`src/eqk_pkg.sv`:
```
// constants and types shared by the error queue and key emulation block
// How it works
// (RULE_01) each reported error number is stored in a sixteen entry internal queue; here one reported in the same cycle as a rejected key is dropped
// (RULE_02) each pop query returns one queued error number and removes it
// (RULE_03) error numbers leave the queue oldest first
// (RULE_04) each returned number carries a message string of at most 160 characters
// (RULE_05) answer is number, comma, quoted message, optional semicolon and detail
// (RULE_06) a differing front panel number is appended in parentheses in the message
// (RULE_07) an empty queue answers error number 0, no error
// (RULE_08) a seventeenth error puts overflow code -350 in the sixteenth slot instead
// (RULE_09) the overflow marker moves like any entry and leaves after those ahead
// (RULE_10) clear status empties the queue, overflow marker included
// (RULE_11) the controller supplies key codes from 0 to 51
// (RULE_12) each key code maps to a fixed front panel function by lookup table
// (RULE_13) maximum argument acts as key 51, minimum argument as key 0
// (RULE_14) last key query returns latest key, or -1 since power on or reset
// (RULE_15) last key query with maximum answers 51, with minimum answers 0
// (RULE_16) an out of range key code is ignored and pushes a data range error
`default_nettype none
package eqk_pkg;
   // ----------------------------------------
   // sizes and codes
   // ----------------------------------------
   localparam int DEPTH = 16;
   localparam int PTR_W = 4;
   localparam int CNT_W = 5;
   localparam int ERR_W = 16;
   localparam int KEY_W = 8;
   localparam int FUNC_W = 6;
   localparam int MSG_MAX_CHARS = 160;
   localparam logic [ERR_W-1:0] ERR_NONE = 16'h0000;
   localparam logic [ERR_W-1:0] ERR_OVERFLOW = 16'hfea2; // -350
   localparam logic [ERR_W-1:0] ERR_DATA_RANGE = 16'hff22; // -222
   localparam logic [ERR_W-1:0] FP_NONE = 16'h0000;
   localparam logic [KEY_W-1:0] KEY_MIN = 8'h00;
   localparam logic [KEY_W-1:0] KEY_MAX = 8'h33; // 51
   localparam logic [KEY_W-1:0] KEY_NONE = 8'hff; // -1
   localparam logic [KEY_W-1:0] KEY_PRESET = 8'h1f;
   localparam logic [KEY_W-1:0] KEY_LOCAL = 8'h1b;
   localparam logic [FUNC_W-1:0] FUNC_UNUSED = 6'h3f;
   localparam logic [CNT_W-1:0] CNT_RESET = 5'h00;
   localparam logic [PTR_W-1:0] PTR_RESET = 4'h0;
   // argument qualifier of a key command or key query
   typedef enum logic [1:0] {ARG_NUM, ARG_MAX, ARG_MIN} eqk_arg_t;
endpackage
`default_nettype wire

```
`src/eqk_top.sv`:
```
// error queue with overflow marker and front panel key emulation
`timescale 1ns/1ps
`default_nettype none
module eqk_top
(
   // clock and reset
   input wire logic i_core_clk,
   input wire logic i_rstn,
   // error reports from the instrument
   input wire logic i_err_push,
   input wire logic [eqk_pkg::ERR_W-1:0] i_err_num,
   input wire logic [eqk_pkg::ERR_W-1:0] i_err_fp_num,
   input wire logic [7:0] i_err_msg_len,
   // controller commands
   input wire logic i_err_pop,
   input wire logic i_clear_status,
   input wire logic i_reset_cmd,
   input wire logic i_key_cmd,
   input wire eqk_pkg::eqk_arg_t i_key_arg,
   input wire logic [eqk_pkg::KEY_W-1:0] i_key_code,
   input wire logic i_key_query,
   input wire eqk_pkg::eqk_arg_t i_key_query_arg,
   // error answer
   output logic o_err_valid,
   output logic [eqk_pkg::ERR_W-1:0] o_err_num,
   output logic [eqk_pkg::ERR_W-1:0] o_err_fp_num,
   output logic o_err_fp_differs,
   output logic [7:0] o_err_msg_len,
   output logic [eqk_pkg::CNT_W-1:0] o_err_count,
   // key press and key answer
   output logic o_key_press,
   output logic [eqk_pkg::FUNC_W-1:0] o_key_func,
   output logic o_key_valid,
   output logic [eqk_pkg::KEY_W-1:0] o_key_answer
);
   // ----------------------------------------
   // state
   // ----------------------------------------
   typedef struct packed {
      logic [eqk_pkg::DEPTH-1:0][eqk_pkg::ERR_W-1:0] num;
      logic [eqk_pkg::DEPTH-1:0][eqk_pkg::ERR_W-1:0] fp;
      logic [eqk_pkg::DEPTH-1:0][7:0] len;
      logic [eqk_pkg::PTR_W-1:0] rd;
      logic [eqk_pkg::PTR_W-1:0] wr;
      logic [eqk_pkg::CNT_W-1:0] cnt;
      logic err_valid;
      logic [eqk_pkg::ERR_W-1:0] err_num;
      logic [eqk_pkg::ERR_W-1:0] err_fp;
      logic [7:0] err_len;
      logic [eqk_pkg::KEY_W-1:0] last_key;
      logic key_press;
      logic [eqk_pkg::FUNC_W-1:0] key_func;
      logic key_valid;
      logic [eqk_pkg::KEY_W-1:0] key_ans;
   } eqk_state_t;

   eqk_state_t st_r;
   eqk_state_t st_nxt;

   // fixed key table; unlisted codes map to an unused function
   function automatic logic [eqk_pkg::FUNC_W-1:0] key_to_func(input logic [eqk_pkg::KEY_W-1:0] k);
      if ((k == 8'h0b) || ((k >= 8'h0f) && (k <= 8'h13)) || (k > eqk_pkg::KEY_MAX))
         return eqk_pkg::FUNC_UNUSED; // RULE_12
      else
         return k[eqk_pkg::FUNC_W-1:0]; // RULE_12
   endfunction

   // ----------------------------------------
   // next state
   // ----------------------------------------
   logic key_ok;
   logic [eqk_pkg::KEY_W-1:0] key_eff;
   logic push;
   logic [eqk_pkg::ERR_W-1:0] push_num;
   logic [eqk_pkg::ERR_W-1:0] push_fp;
   logic [7:0] push_len;
   logic pop;
   logic [eqk_pkg::PTR_W-1:0] last_slot;

   always_comb
   begin
      st_nxt = st_r;
      st_nxt.err_valid = 1'b0;
      st_nxt.key_press = 1'b0;
      st_nxt.key_valid = 1'b0;
      key_eff = i_key_code;
      if (i_key_arg == eqk_pkg::ARG_MAX)
         key_eff = eqk_pkg::KEY_MAX; // RULE_13
      else if (i_key_arg == eqk_pkg::ARG_MIN)
         key_eff = eqk_pkg::KEY_MIN; // RULE_13
      key_ok = (key_eff <= eqk_pkg::KEY_MAX);
      // a rejected key reports its own error in the same cycle; it takes the push slot
      push = i_err_push || (i_key_cmd && !key_ok); // RULE_16
      push_num = (i_key_cmd && !key_ok) ? eqk_pkg::ERR_DATA_RANGE : i_err_num;
      push_fp = (i_key_cmd && !key_ok) ? eqk_pkg::FP_NONE : i_err_fp_num;
      push_len = (i_key_cmd && !key_ok) ? 8'h11 : i_err_msg_len;
      if (push_len > 8'(eqk_pkg::MSG_MAX_CHARS))
         push_len = 8'(eqk_pkg::MSG_MAX_CHARS); // RULE_04
      pop = i_err_pop && (st_r.cnt != eqk_pkg::CNT_RESET);
      last_slot = st_r.wr - 4'h1;
      // answer to a pop query
      if (i_err_pop)
      begin
         st_nxt.err_valid = 1'b1;
         if (pop)
         begin
            st_nxt.err_num = st_r.num[st_r.rd]; // RULE_02 RULE_03
            st_nxt.err_fp = st_r.fp[st_r.rd];
            st_nxt.err_len = st_r.len[st_r.rd];
            st_nxt.rd = st_r.rd + 4'h1;
         end
         else
         begin
            st_nxt.err_num = eqk_pkg::ERR_NONE; // RULE_07
            st_nxt.err_fp = eqk_pkg::FP_NONE;
            st_nxt.err_len = 8'h08;
         end
      end
      // store; a pop in the same cycle frees a slot first
      if (push)
      begin
         if ((st_r.cnt < 5'(eqk_pkg::DEPTH)) || pop)
         begin
            st_nxt.num[st_r.wr] = push_num; // RULE_01
            st_nxt.fp[st_r.wr] = push_fp;
            st_nxt.len[st_r.wr] = push_len;
            st_nxt.wr = st_r.wr + 4'h1;
         end
         else
         begin
            st_nxt.num[last_slot] = eqk_pkg::ERR_OVERFLOW; // RULE_08 RULE_09
            st_nxt.fp[last_slot] = eqk_pkg::FP_NONE;
            st_nxt.len[last_slot] = 8'h0f;
         end
      end
      st_nxt.cnt = st_r.cnt + 5'(push && ((st_r.cnt < 5'(eqk_pkg::DEPTH)) || pop)) - 5'(pop);
      if (i_clear_status)
      begin
         st_nxt.rd = eqk_pkg::PTR_RESET; // RULE_10
         st_nxt.wr = eqk_pkg::PTR_RESET;
         st_nxt.cnt = eqk_pkg::CNT_RESET;
      end
      // key emulation
      if (i_key_cmd && key_ok)
      begin
         st_nxt.key_press = 1'b1;
         st_nxt.key_func = key_to_func(key_eff); // RULE_12
         st_nxt.last_key = key_eff; // RULE_14
      end
      if (i_reset_cmd)
         st_nxt.last_key = eqk_pkg::KEY_NONE; // RULE_14
      if (i_key_query)
      begin
         st_nxt.key_valid = 1'b1;
         if (i_key_query_arg == eqk_pkg::ARG_MAX)
            st_nxt.key_ans = eqk_pkg::KEY_MAX; // RULE_15
         else if (i_key_query_arg == eqk_pkg::ARG_MIN)
            st_nxt.key_ans = eqk_pkg::KEY_MIN; // RULE_15
         else
            st_nxt.key_ans = st_r.last_key; // RULE_14
      end
   end

   always_ff @(posedge i_core_clk or negedge i_rstn)
   begin
      if (!i_rstn)
      begin
         st_r <= '0;
         st_r.last_key <= eqk_pkg::KEY_NONE;
         st_r.key_func <= eqk_pkg::FUNC_UNUSED;
      end
      else
         st_r <= st_nxt;
   end

   // ----------------------------------------
   // outputs
   // ----------------------------------------
   assign o_err_valid = st_r.err_valid;
   assign o_err_num = st_r.err_num;
   assign o_err_fp_num = st_r.err_fp;
   assign o_err_fp_differs = (st_r.err_fp != eqk_pkg::FP_NONE) &&
                             (st_r.err_fp != st_r.err_num); // RULE_06 RULE_05
   assign o_err_msg_len = st_r.err_len;
   assign o_err_count = st_r.cnt;
   assign o_key_press = st_r.key_press;
   assign o_key_func = st_r.key_func;
   assign o_key_valid = st_r.key_valid;
   assign o_key_answer = st_r.key_ans;

   // ----------------------------------------
   // checks
   // ----------------------------------------
   property p_count_bound;
      @(posedge i_core_clk) disable iff (!i_rstn) st_r.cnt <= 5'(eqk_pkg::DEPTH);
   endproperty
   a_count_bound: assert property (p_count_bound) else $error("queue count too high"); // RULE_01

   property p_empty_answer;
      @(posedge i_core_clk) disable iff (!i_rstn)
         (i_err_pop && st_r.cnt == 5'h00) |=> (o_err_valid && o_err_num == eqk_pkg::ERR_NONE);
   endproperty
   a_empty_answer: assert property (p_empty_answer) else $error("empty pop not zero"); // RULE_07

   property p_pop_head;
      @(posedge i_core_clk) disable iff (!i_rstn)
         (i_err_pop && st_r.cnt != 5'h00) |=> (o_err_num == $past(st_r.num[st_r.rd]));
   endproperty
   a_pop_head: assert property (p_pop_head) else $error("pop not oldest"); // RULE_03

   property p_pop_count;
      @(posedge i_core_clk) disable iff (!i_rstn)
         (i_err_pop && !push && !i_clear_status && st_r.cnt != 5'h00)
            |=> (st_r.cnt == $past(st_r.cnt) - 5'h01);
   endproperty
   a_pop_count: assert property (p_pop_count) else $error("pop did not remove"); // RULE_02

   property p_overflow;
      @(posedge i_core_clk) disable iff (!i_rstn)
         (push && !pop && !i_clear_status && st_r.cnt == 5'h10)
            |=> (st_r.num[st_r.wr - 4'h1] == eqk_pkg::ERR_OVERFLOW && st_r.cnt == 5'h10);
   endproperty
   a_overflow: assert property (p_overflow) else $error("overflow marker missing"); // RULE_08

   property p_clear;
      @(posedge i_core_clk) disable iff (!i_rstn)
         i_clear_status |=> (st_r.cnt == 5'h00 && st_r.rd == st_r.wr);
   endproperty
   a_clear: assert property (p_clear) else $error("clear left entries"); // RULE_10

   property p_bad_key;
      @(posedge i_core_clk) disable iff (!i_rstn)
         (i_key_cmd && !i_reset_cmd && i_key_arg == eqk_pkg::ARG_NUM &&
          i_key_code > eqk_pkg::KEY_MAX)
            |=> (!o_key_press && st_r.last_key == $past(st_r.last_key));
   endproperty
   a_bad_key: assert property (p_bad_key) else $error("bad key accepted"); // RULE_16

   property p_key_max;
      @(posedge i_core_clk) disable iff (!i_rstn)
         (i_key_query && i_key_query_arg == eqk_pkg::ARG_MAX)
            |=> (o_key_valid && o_key_answer == 8'h33);
   endproperty
   a_key_max: assert property (p_key_max) else $error("max query not 51"); // RULE_15

   property p_key_min_cmd;
      @(posedge i_core_clk) disable iff (!i_rstn)
         (i_key_cmd && i_key_arg == eqk_pkg::ARG_MIN && !i_reset_cmd)
            |=> (o_key_press && st_r.last_key == 8'h00);
   endproperty
   a_key_min_cmd: assert property (p_key_min_cmd) else $error("min key not 0"); // RULE_13

   property p_key_table;
      @(posedge i_core_clk) disable iff (!i_rstn)
         (i_key_cmd && i_key_arg == eqk_pkg::ARG_NUM && i_key_code == eqk_pkg::KEY_PRESET)
            |=> (o_key_func == 6'h1f);
   endproperty
   a_key_table: assert property (p_key_table) else $error("preset key mapped wrong"); // RULE_12

   property p_msg_len;
      @(posedge i_core_clk) disable iff (!i_rstn) o_err_valid |-> o_err_msg_len <= 8'ha0;
   endproperty
   a_msg_len: assert property (p_msg_len) else $error("message too long"); // RULE_04
endmodule
`default_nettype wire

```
`config.mk`:
```
export PLATFORM = sky130hd
export DESIGN_NAME = eqk_top
export DESIGN_NICKNAME = d
export VERILOG_FILES = /design/src/eqk_pkg.sv /design/src/eqk_top.sv
export SDC_FILE = /design/constraint.sdc
export NUM_CORES = 1
export LEC_CHECK = 0
export BUFFER_PORTS_ARGS = -buffer_cell sky130_fd_sc_hd__buf_2
export CELL_PAD_IN_SITES_DETAIL_PLACEMENT = 1
export CELL_PAD_IN_SITES_GLOBAL_PLACEMENT = 1
export CORE_AREA = 3 3 232 280
export CTS_BUF_LIST = sky130_fd_sc_hd__clkbuf_8
export CTS_CLUSTER_DIAMETER = 150
export CTS_CLUSTER_SIZE = 10
export DETAILED_ROUTE_END_ITERATION = 10
export DIE_AREA = 0 0 235 283
export PLACE_DENSITY_LB_ADDON = 0.1
export SYNTH_ARGS = -nofsm -noshare
export SYNTH_HDL_FRONTEND = slang
export SYNTH_SLANG_ARGS = --single-unit
```
`constraint.sdc`:
```
create_clock -name i_core_clk -period 3.4 [get_ports i_core_clk]
set_input_delay 0.51 -clock i_core_clk [delete_from_list [all_inputs] [get_ports i_core_clk]]
set_output_delay 0.51 -clock i_core_clk [all_outputs]
set_load 0.01 [all_outputs]
```
==> results.txt, run 1 <==
Root Driver -> clkbuf_8
Drt first pass iters -> 8
Vias -> 23700
Tcrit/Tclk final -> 0.887
Area leader, netlist -> dfrtp_1
Max Clk Rate -> 0.332 GHz
Hold Path Sink -> o_err_valid
Placed instance area -> 34300 um^2
Cell area after layout -> 35500 um^2
Initial core utilization -> 0.530
CP required -> 3.97 ns
Setup_tns -> 0 ns
Die span in x -> 235 um
Core ar. -> 62200 um^2
Setup Skew -> 0.0292 ns
Synth Instances -> 2597
CP Cell Sequence -> inv_1 > ha_1 > nor2b_1 > o21ai_1 > a21oi_1 > o21ai_2 > buf_4 > o2bb2ai_1
Dpl hpwl -> 68.9 mm
R2R depth -> 8
Sequential area share after synthesis -> 0.546
I/O Buffers -> 122
YS warnings -> 0
Hold path depth -> 1
Seq cells post-synth -> 718
Peak VDD IR -> 0.419 mV
Initial DRC Count -> 1938
Final hold violation count -> 0
Clock Path Buffers -> 3
Yosys top cell area share -> 0.535
Period minus WS final -> 3.02 ns
Syn Area/Cell -> 12.7 um^2
Via density -> 6.87
Placer Congestion -> 0.900
Total CTS buffers -> 81
Cells resized by post-CTS repair -> 0
Hold crit path type -> primary input to register
Synthesized cell area -> 32900 um^2
Clk slew on worst S/H paths -> 0.09 ns
IO Count -> 123
RSZ-0062 raised after global routing -> no
Sw frac -> 0.339
Comb pwr share -> 0.309
Critical-path top delay cell -> o21ai_2
Relative slew slack -> 0.206
Chip Height -> 283 um
Number of flops mapped to enable cells by yosys -> 0
First-pass GRT wire length -> 170 mm
CP Class -> register to register
Power per standard cell area -> 712 nW/um^2
Detailed-route wire length -> 112 mm
Synth top area cells -> dfrtp_1 (53%), mux4_2 (11%), o2bb2ai_1 (6.8%)
Outcome -> finished clean
TritonCTS clock tree -> done
Largest net degree at the start of global routing -> 95
Reg2reg end -> st_r[439]
Leakage power -> 14.9 nW
Clock network power share -> 0.207
Site row count -> 100
CP endpoint kind -> register
Top_reg_cell synth -> dfrtp_1
DIE AREA -> 66500 um^2
WP data arrival -> 3.59 ns
ANT nets after route -> 0
Layout cells sized above 1 -> 0.213
Area Overhead vs Synth -> 7.74%
Final setup viols -> 0
Net Sw Power -> 0.00856 W
Flop2flop setup slack -> 0.38 ns
Maximum fanout along the worst path -> 18
GRT overflow -> 0
Drt drc -> 0
Syn_nets -> 2670
H-tree depth -> 3
Startpoint Class -> register
Hold wc startpoint -> i_err_pop
Internal power -> 0.0167 W
Reg power frac -> 0.484
Max Cap Violations -> 0
Final nets -> 2697
FFs w/ async S/R, synth -> 1.00
Vias in the first global route -> 26100
Slew @ Worst Pin -> 1.18 ns
Unique masters post-synth -> 80
Routed WL per cell -> 32.3 um
Gr usage total -> 0.337
R2r startpoint -> st_r[70]
Max-slew violation count -> 0
Initial antenna violation count -> 3
Clk_lat worst skew -> 0.69 ns
Clock Sinks -> 718
CP max stage delay -> 0.59 ns
## worst max path at each step
| stage | startpoint | endpoint | slack (ns) |
|---|---|---|---|
| 6_report | st_r[70] | st_r[439] | 0.38 |
| 2_1_floorplan | i_key_arg[0] | o_err_count[4] | 0.45 |
| 3_3_place_gp | i_key_arg[0] | o_err_count[4] | 0.25 |
| 3_5_place_dp | i_key_arg[0] | o_err_count[4] | 0.23 |
| 5_1_grt | st_r[70] | st_r[439] | 0.22 |
| 4_1_cts | o_err_fp_num[3] | o_err_fp_differs | 0.42 |
## power by group through the flow
stage	clock network (W)	logic [W]	registers [W]
after floorplan	0	0.00602	0.0115
after global placement	0	0.00759	0.0121
after detailed placement	0	0.00787	0.0123
after CTS	0.00535	0.00788	0.0122
after global routing	0.00571	0.00847	0.0124
final	0.00525	0.00781	0.0122
## synth_stat cells (14+ instances only)
cell type  count
a2bb2oi_1    149
nand3_1       22
nor2_1       105
buf_1         20
dfstp_2       14
buf_2        118
a21oi_1       96
o2bb2ai_1    256
buf_4         68
mux2i_1       81
nand2_1      191
xnor2_1       22
dfrtp_1      704
mux4_2       159
a22o_1        33
o21ai_1       15
clkbuf_1      89
o22a_1        21
o21ai_0      121
nand2b_1      51
o221ai_1      39
inv_1         17
## flip-flops by register name, indices dropped and copies added (netlist names), 5 cells and up
name and cells:
o_key_func 6, o_err_num 16, o_key_answer 8, o_err_fp_num 16, st_r 656, o_err_msg_len 8, o_err_count 5
## cell usage in the layout, fill, tap and decap left out, types with 26 or more instances in the layout
cell,count
o21ai_0,121
nand2b_1,50
buf_2,121
clkbuf_8,84
o2bb2ai_1,256
a22o_1,33
mux2i_1,81
nand2_1,190
a2bb2oi_1,149
inv_1,26
buf_4,98
dfrtp_1,701
mux4_2,159
nor2_1,105
a21oi_1,96
o221ai_1,39
## critical path: cells and delay by family, from the launching register on
family                   cells  cell delay, ns
AND/OR/NAND/NOR              1            0.22
buffers and inverters        2            0.59
AO/OA/AOI/OAI                4            1.29
adder cells (fa/ha/maj)      1            0.32
flip-flops                   1            0.49
## layer usage
layer | vias to the layer above | part of all wire | wire length [um] | GRT usage
li1 | 9738 | - | - | -
met1 | 12700 | 0.39 | 43900 | 0.434
met2 | 947 | 0.48 | 53700 | 0.544
met3 | 314 | 0.065 | 7290 | 0.0607
met4 | 0 | 0.061 | 6800 | 0.190
met5 | - | 0 | 0 | 0
## area by class of cell
type                    instances  area, um^2
well taps                     816        1020
clock buffers                  84        1160
inverters                      18        67.6
diodes                          3        7.51
flip-flops and latches        718       18000
multi-input cells            1560       13300
fillers                      6141       26700
repair buffers                245        1850
clock inverters                11        52.6
## cells by family (layout without fill, tap and decap cells)
family / count (synthesis) / in the layout / share of synthesized area
buffers and inverters: 319 / 358 / 0.0499
AOI/OAI and AO/OA: 819 / 819 / 0.192
muxes: 245 / 245 / 0.135
adders and majority gates: 13 / 13 / 0.00517
DFF: 718 / 718 / 0.546
and+or+nand+nor: 456 / 456 / 0.0648
xor gates and xnor gates: 27 / 27 / 0.00741
other: 0 / 3 / 0
## what timing repair did
action / 4_1_cts / 5_1_grt
hold endpoints to repair: 59 / 0
hold buffers: 1 / 0
setup buffers: 0 / 0
## stage by stage
stage / instances / setup WS, ns / total power (W) / utilization / hold WS, ns
2_1_floorplan: 2597 / 0.448 / 0.0175 / - / 0.214
3_5_place_dp: 3356 / 0.233 / 0.0202 / 0.551 / 0.465
6_report: 3455 / 0.385 / 0.0253 / 0.571 / 0.0516
5_1_grt: 3455 / 0.220 / 0.0266 / 0.571 / 0.0326
3_3_place_gp: 3356 / 0.250 / 0.0197 / 0.551 / 0.456
4_1_cts: 3452 / 0.419 / 0.0254 / 0.571 / 0.00193
No activity file was read; power rests on OpenSTA's default activity.
==> run 2: changes to the inputs <==
--- a/config.mk
+++ b/config.mk
@@ -14,7 +14,7 @@
 export CTS_CLUSTER_SIZE = 10
 export DETAILED_ROUTE_END_ITERATION = 10
 export DIE_AREA = 0 0 235 283
-export PLACE_DENSITY_LB_ADDON = 0.1
+export PLACE_DENSITY = 0.84
 export SYNTH_ARGS = -nofsm -noshare
 export SYNTH_HDL_FRONTEND = slang
 export SYNTH_SLANG_ARGS = --single-unit
==> results.txt, run 2 (synthesis results as in run 1) <==
Reg2reg end -> st_r[686] (was st_r[439])
Total CTS buffers -> 81 (unchanged)
WP data arrival -> 3.79 ns (was 3.59 ns)
Layout cells sized above 1 -> 0.214 (was 0.213)
Vias in the first global route -> 27300 (was 26100)
Most frequent cells in the layout -> dfrtp_1 (701), o2bb2ai_1 (256), nand2_1 (190), mux4_2 (159), a2bb2oi_1 (149) (unchanged)
Max-slew violation count -> 0 (unchanged)
Setup_tns -> 0 ns (unchanged)
Total Power -> 0.0257 W (was 0.0253 W)
IO Count -> 123 (unchanged)
Drt drc -> 0 (unchanged)
Hold path depth -> 1 (unchanged)
Slew @ Worst Pin -> 1.11 ns (was 1.18 ns)
First-pass GRT wire length -> 174 mm (was 170 mm)
Relative slew slack -> 0.259 (was 0.206)
I/O Buffers -> 122 (unchanged)
DR top layer -> met4 (unchanged)
Gr usage total -> 0.343 (was 0.337)
Final hold violation count -> 0 (unchanged)
Power per standard cell area -> 726 nW/um^2 (was 712 nW/um^2)
Tcrit/Tclk final -> 0.940 (was 0.887)
Clock Sinks -> 718 (unchanged)
Fill cells -> 6117 (was 6141)
Outcome -> finished clean (unchanged)
Most common cell after layout, fill and taps aside -> dfrtp_1 (unchanged)
Max reg flops -> 656 (unchanged)
TritonCTS clock tree -> done (unchanged)
GRT overflow -> 0 (unchanged)
CP Class -> register to register (unchanged)
Fin util -> 0.570 (was 0.571)
Startpoint Class -> register (unchanged)
Clk slew on worst S/H paths -> 0.08 ns (was 0.09 ns)
RSZ-0062 raised after global routing -> no (unchanged)
Final setup viols -> 0 (unchanged)
CP required -> 4.00 ns (was 3.97 ns)
DIE AREA -> 66500 um^2 (unchanged)
Clk_lat worst skew -> 0.73 ns (was 0.69 ns)
Max Cap Violations -> 0 (unchanged)
Hold crit path type -> primary input to register (unchanged)
Period minus WS final -> 3.20 ns (was 3.02 ns)
Final hold slack -> 0.0636 ns (was 0.0516 ns)
Hold Path Sink -> o_key_valid (was o_err_valid)
Leakage power -> 14.9 nW (about the same)
Hold wc startpoint -> i_key_query (was i_err_pop)
Placed insts -> 3357 (was 3356)
Top reg by flops -> st_r (unchanged)
R2R depth -> 8 (unchanged)
Peak VDD IR -> 0.314 mV (was 0.419 mV)
Routed WL per cell -> 32.9 um (was 32.3 um)
Core ar. -> 62200 um^2 (unchanged)
R2r startpoint -> st_r[70] (unchanged)
Multi-input gate area -> 13300 um^2 (about the same)
Chip Height -> 283 um (unchanged)
Flop2flop setup slack -> 0.20 ns (was 0.38 ns)
Vias -> 24600 (was 23700)
Area Overhead vs Synth -> 7.60% (was 7.74%)
Die span in x -> 235 um (unchanged)
DRT met1 WL -> 41.8 mm (was 43.9 mm)
Max Clk Rate -> 0.313 GHz (was 0.332 GHz)
Placer Congestion -> 0.906 (was 0.900)
DR WL met2 -> 55.4 mm (was 53.7 mm)
Initial DRC Count -> 2491 (was 1938)
Via density -> 7.13 (was 6.87)
ANT nets after route -> 0 (unchanged)
Detailed-route wire length -> 114 mm (was 112 mm)
Initial core utilization -> 0.530 (unchanged)
Drt first pass iters -> 7 (was 8)
Dpl hpwl -> 72.0 mm (was 68.9 mm)
Final nets -> 2699 (was 2697)
Met3 wire len -> 9.96 mm (was 7.29 mm)
Setup Skew -> 0.0393 ns (was 0.0292 ns)
CP endpoint kind -> register (unchanged)
Register area -> 18000 um^2 (unchanged)
Initial antenna violation count -> 1 (was 3)
Maximum fanout along the worst path -> 14 (was 18)
Largest net degree at the start of global routing -> 116 (was 95)
Layout Cells excl Fill -> 3455 (unchanged)
H-tree depth -> 3 (unchanged)
Clock Path Buffers -> 3 (unchanged)
Root Driver -> clkbuf_8 (unchanged)
Site row count -> 100 (unchanged)
## run 2: cell types whose count changed in the layout (fill, tap and decap cells not counted)
cell	delta
buf_4	+6
buf_12	-5
inv_6	+4
inv_1	-3
diode_2	-2
dlygate4sd3_1	+1
inv_8	-1
o211ai_2	+1
o211ai_4	-1
## run 2: timing repair
action	in CTS	in global routing
hold endpoints to repair	55	0
resized for setup	0	0
buffers inserted	0	0
hold buffers	2	0
## run 2: cell type report
type / count / share of cell area
timing repair buffer: 247 / 0.0508
antenna: 1 / 0.0000706
clock buffer: 84 / 0.0326
multi-input combinational: 1560 / 0.376
sequential: 718 / 0.508
clock inverter: 11 / 0.00184
inverter: 18 / 0.00191
tap: 816 / 0.0288
## run 2: where the power goes
group | switching (W) | internal, W | total (W)
Clock | 0.00310 | 0.00222 | 0.00533
Sequential | 0.00181 | 0.0106 | 0.0124
Combinational | 0.00403 | 0.00398 | 0.00801
Total | 0.00894 | 0.0168 | 0.0257
## run 2: metal layers
metal,global-route usage,vias to the layer above
met5,0,-
met4,0.193,0
met3,0.0705,434
met2,0.557,1469
met1,0.431,13000
li1,-,9742
## run 2: per-stage QoR
step                area (um^2)  setup slack, ns
CTS                       35400            0.310
global placement          34200            0.262
detailed placement        34200            0.253
finish                    35400            0.204
floorplan                 32900            0.448
global route              35400            0.111
## run 2: worst max path at each step
stage                     slack [ns]        endpoint          from
after floorplan                 0.45  o_err_count[4]  i_key_arg[0]
after global placement          0.26  o_err_count[4]  i_key_arg[1]
after detailed placement        0.25  o_err_count[4]  i_key_arg[0]
after CTS                       0.31       st_r[686]      st_r[70]
after global routing            0.11       st_r[210]      st_r[70]
final                           0.20       st_r[686]      st_r[70]
## run 2: worst max-delay path: stages (launching register included)
cell and delay (ns):
dfrtp_1 0.49, inv_1 0.15, ha_1 0.40, nor2b_1 0.24, o21ai_1 0.34, a21oi_1 0.25, o21ai_2 0.69, buf_4 0.37
o2bb2ai_1 0.15
==> run 3: changes to the inputs <==
==> config.mk (replaced) <==
export PLATFORM = sky130hd
export DESIGN_NAME = eqk_top
export DESIGN_NICKNAME = d
export VERILOG_FILES = /design/src/eqk_pkg.sv /design/src/eqk_top.sv
export SDC_FILE = /design/constraint.sdc
export NUM_CORES = 1
export LEC_CHECK = 0
export ABC_AREA = 1
export BUFFER_PORTS_ARGS = -buffer_cell sky130_fd_sc_hd__buf_2
export CELL_PAD_IN_SITES_DETAIL_PLACEMENT = 1
export CELL_PAD_IN_SITES_GLOBAL_PLACEMENT = 1
export CORE_AREA = 3 3 249 300
export CTS_BUF_LIST = sky130_fd_sc_hd__clkbuf_8
export CTS_CLUSTER_DIAMETER = 150
export CTS_CLUSTER_SIZE = 10
export DETAILED_ROUTE_END_ITERATION = 10
export DIE_AREA = 0 0 252 303
export PLACE_DENSITY = 0.85
export SYNTH_ARGS = -nofsm -noshare
export SYNTH_HDL_FRONTEND = slang
export SYNTH_SLANG_ARGS = --single-unit
==> results.txt, run 3 <==
Final nets -> 4316 (was 2699)
Flop2flop setup slack -> 0.43 ns (was 0.20 ns)
Reg2reg end -> st_r[661] (was st_r[686])
Die span in x -> 252 um (was 235 um)
Final setup viols -> 0 (unchanged)
I/O Buffers -> 122 (unchanged)
Cells resized by post-CTS repair -> 0 (unchanged)
FFs w/ async S/R, synth -> 1.00 (unchanged)
Most common cell after layout, fill and taps aside -> nand2_1 (was dfrtp_1)
Clock Path Buffers -> 3 (unchanged)
Worst path most repeated cell -> inv_1
Synth top cells by count -> nand2_1 (789), o21ai_0 (743), dfrtp_1 (704) (was dfrtp_1 (704), o2bb2ai_1 (256), nand2_1 (191))
Max-slew violation count -> 0 (unchanged)
Final hold violation count -> 0 (unchanged)
Drt drc -> 0 (unchanged)
Core ar. -> 72200 um^2 (was 62200 um^2)
Cts hold-fix bufs -> 3 (was 2)
Area Overhead vs Synth -> 7.28% (was 7.60%)
Top_reg_cell synth -> dfrtp_1 (unchanged)
Largest net degree at the start of global routing -> 133 (was 116)
Setup bufs post-CTS -> 0 (unchanged)
IO Count -> 123 (unchanged)
CP required -> 4.00 ns (about the same)
TritonCTS clock tree -> done (unchanged)
Area leader, netlist -> dfrtp_1 (unchanged)
Initial core utilization -> 0.488 (was 0.530)
Drt first pass iters -> 6 (was 7)
Syn Area/Cell -> 8.22 um^2 (was 12.7 um^2)
WP data arrival -> 3.57 ns (was 3.79 ns)
RSZ-0062 raised after global routing -> no (unchanged)
Peak VDD IR -> 0.475 mV (was 0.314 mV)
R2R depth -> 12 (was 8)
Hold crit path type -> primary input to register (unchanged)
Synth top area cells -> dfrtp_1 (50%), o21ai_0 (11%), nand2_1 (8.4%) (was dfrtp_1 (53%), mux4_2 (11%), o2bb2ai_1 (6.8%))
Syn_nets -> 4361 (was 2670)
Vias -> 32900 (was 24600)
Outcome -> finished clean (unchanged)
Root Driver -> clkbuf_8 (unchanged)
Fill cells -> 8729 (was 6117)
Power per standard cell area -> 746 nW/um^2 (was 726 nW/um^2)
CP max stage delay -> 0.46 ns (was 0.69 ns)
Period minus WS final -> 2.97 ns (was 3.20 ns)
Unique masters post-synth -> 44 (was 80)
Site row count -> 108 (was 100)
Placer Congestion -> 0.883 (was 0.906)
Clk slew on worst S/H paths -> 0.09 ns (was 0.08 ns)
Relative slew slack -> 0.405 (was 0.259)
Synth Instances -> 4288 (was 2597)
CP Cell Sequence -> inv_1 > ha_1 > nand2_1 > nor2_2 > inv_1 > nor2_1 > nand2_2 > buf_4 > inv_1 > nand2_1 > o21ai_0 > inv_1 (was inv_1 > ha_1 > nor2b_1 > o21ai_1 > a21oi_1 > o21ai_2 > buf_4 > o2bb2ai_1)
Synthesized cell area -> 35200 um^2 (was 32900 um^2)
DIE AREA -> 76400 um^2 (was 66500 um^2)
Dpl hpwl -> 77.3 mm (was 72.0 mm)
Clk_lat worst skew -> 0.72 ns (was 0.73 ns)
Buf/Inv on CP -> 5 (was 2)
Number of flops mapped to enable cells by yosys -> 0 (unchanged)
Most frequent cells in the layout -> nand2_1 (776), o21ai_0 (743), dfrtp_1 (700), inv_1 (359), nor2_1 (359) (was dfrtp_1 (701), o2bb2ai_1 (256), nand2_1 (190), mux4_2 (159), a2bb2oi_1 (149))
H-tree depth -> 3 (unchanged)
Vias in the first global route -> 34300 (was 27300)
Clock Sinks -> 718 (unchanged)
CP top delay family -> simple AND/OR/NAND/NOR gates (was compound AO/OA/AOI/OAI gates)
Routed WL per cell -> 25.7 um (was 32.9 um)
Startpoint Class -> register (unchanged)
Max reg flops -> 656 (unchanged)
Hold Path Sink -> st_r[20] (was o_key_valid)
Seq cells post-synth -> 718 (unchanged)
Cell area after layout -> 37800 um^2 (was 35400 um^2)
Via density -> 6.32 (was 7.13)
Initial antenna violation count -> 7 (was 1)
Hold path depth -> 3 (was 1)
Tcrit/Tclk final -> 0.873 (was 0.940)
Initial DRC Count -> 3193 (was 2491)
Slew @ Worst Pin -> 0.893 ns (was 1.11 ns)
YS warnings -> 0 (unchanged)
Maximum fanout along the worst path -> 35 (was 14)
Top reg by flops -> st_r (unchanged)
Detailed-route wire length -> 134 mm (was 114 mm)
Yosys top cell area share -> 0.500 (was 0.535)
Leakage power -> 18.0 nW (was 14.9 nW)
R2r startpoint -> st_r[70] (unchanged)
Hold wc startpoint -> i_reset_cmd (was i_key_query)
Max Clk Rate -> 0.337 GHz (was 0.313 GHz)
Total CTS buffers -> 81 (unchanged)
Chip Height -> 303 um (was 283 um)
Placed instance area -> 36500 um^2 (was 34200 um^2)
Setup Skew -> 0.0486 ns (was 0.0393 ns)
Gr usage total -> 0.349 (was 0.343)
Max Cap Violations -> 0 (unchanged)
ANT nets after route -> 0 (unchanged)
Sequential area share after synthesis -> 0.510 (was 0.546)
CP endpoint kind -> register (unchanged)
CP Class -> register to register (unchanged)
Setup_tns -> 0 ns (unchanged)
Most numerous cell in the Yosys netlist -> nand2_1 (was dfrtp_1)
First-pass GRT wire length -> 205 mm (was 174 mm)
Layout cells sized above 1 -> 0.0960 (was 0.214)
Critical-path top delay cell -> nor2_1 (was o21ai_2)
Stages on worst setup path -> 12 (was 8)
GRT overflow -> 0 (unchanged)
[run 3: cell count changes after synthesis, moves of 139 or more]
cell | previous run | this run
o21ai_0 | 121 | 743
nand2_1 | 191 | 789
inv_1 | 17 | 352
o2bb2ai_1 | 256 | 0
nor2_1 | 105 | 359
a21oi_1 | 96 | 340
mux4_2 | 159 | 0
nand3_1 | 22 | 161
[run 3: metal layers]
metal  global-route usage  share of wire  vias to the layer above
met1                0.448           0.40                    16700
met5                    0       0.000097                        -
met2                0.569           0.47                     1536
met4                0.170          0.051                        2
li1                     -              -                    14100
met3               0.0664          0.085                      428
[run 3: kinds of logic (layout without fill, tap and decap cells)]
kind of cell,count (synthesis),in the layout,share of synthesized area
AOI/OAI and AO/OA,1437,1437,0.230
and+or+nand+nor,1371,1371,0.161
xor gates and xnor gates,13,13,0.00323
DFF,718,718,0.510
other,0,2,0
adders and majority gates,13,13,0.00483
buffers and inverters,736,707,0.0907
[run 3: area by class of cell]
cell class                 count  area [um^2]  share of cell area
sequential                   718        18000               0.476
multi-input combinational   2834        14100               0.373
timing repair buffer         250         1910              0.0506
inverter                     358         1360              0.0359
clock buffer                  85         1170              0.0310
tap                          935         1170              0.0310
clock inverter                14         76.3             0.00202
antenna                        2         5.00            0.000132
[run 3: where the power goes]
group          switching (W)  internal, W
logic                0.00719      0.00335
registers            0.00148       0.0107
clock network        0.00317      0.00225
total                 0.0118       0.0163
[run 3: worst max path at each step]
stage | slack (ns) | to | start
after floorplan | 0.44 | o_err_count[4] | i_key_arg[1]
after global placement | 0.30 | o_err_count[4] | i_key_arg[1]
after detailed placement | 0.23 | o_err_count[4] | i_key_arg[1]
after CTS | 0.47 | st_r[661] | st_r[70]
after global routing | 0.20 | st_r[661] | st_r[70]
final | 0.43 | st_r[661] | st_r[70]
[run 3: per-stage QoR]
stage	worst slack [ns]	utilization	hold slack, ns	total power (W)	cells
final	0.430	0.524	0.119	0.0282	5196
after global routing	0.205	0.524	0.126	0.0299	5195
after CTS	0.465	0.524	0.0873	0.0280	5194
after detailed placement	0.226	0.506	0.450	0.0226	5092
after global placement	0.297	0.506	0.446	0.0220	5092
after floorplan	0.444	-	0.214	0.0188	4288
[run 3: tightest hold or removal path: stages]
cell     delay [ns]
buf_2          0.08
inv_1          0.11
nand2_1        0.10
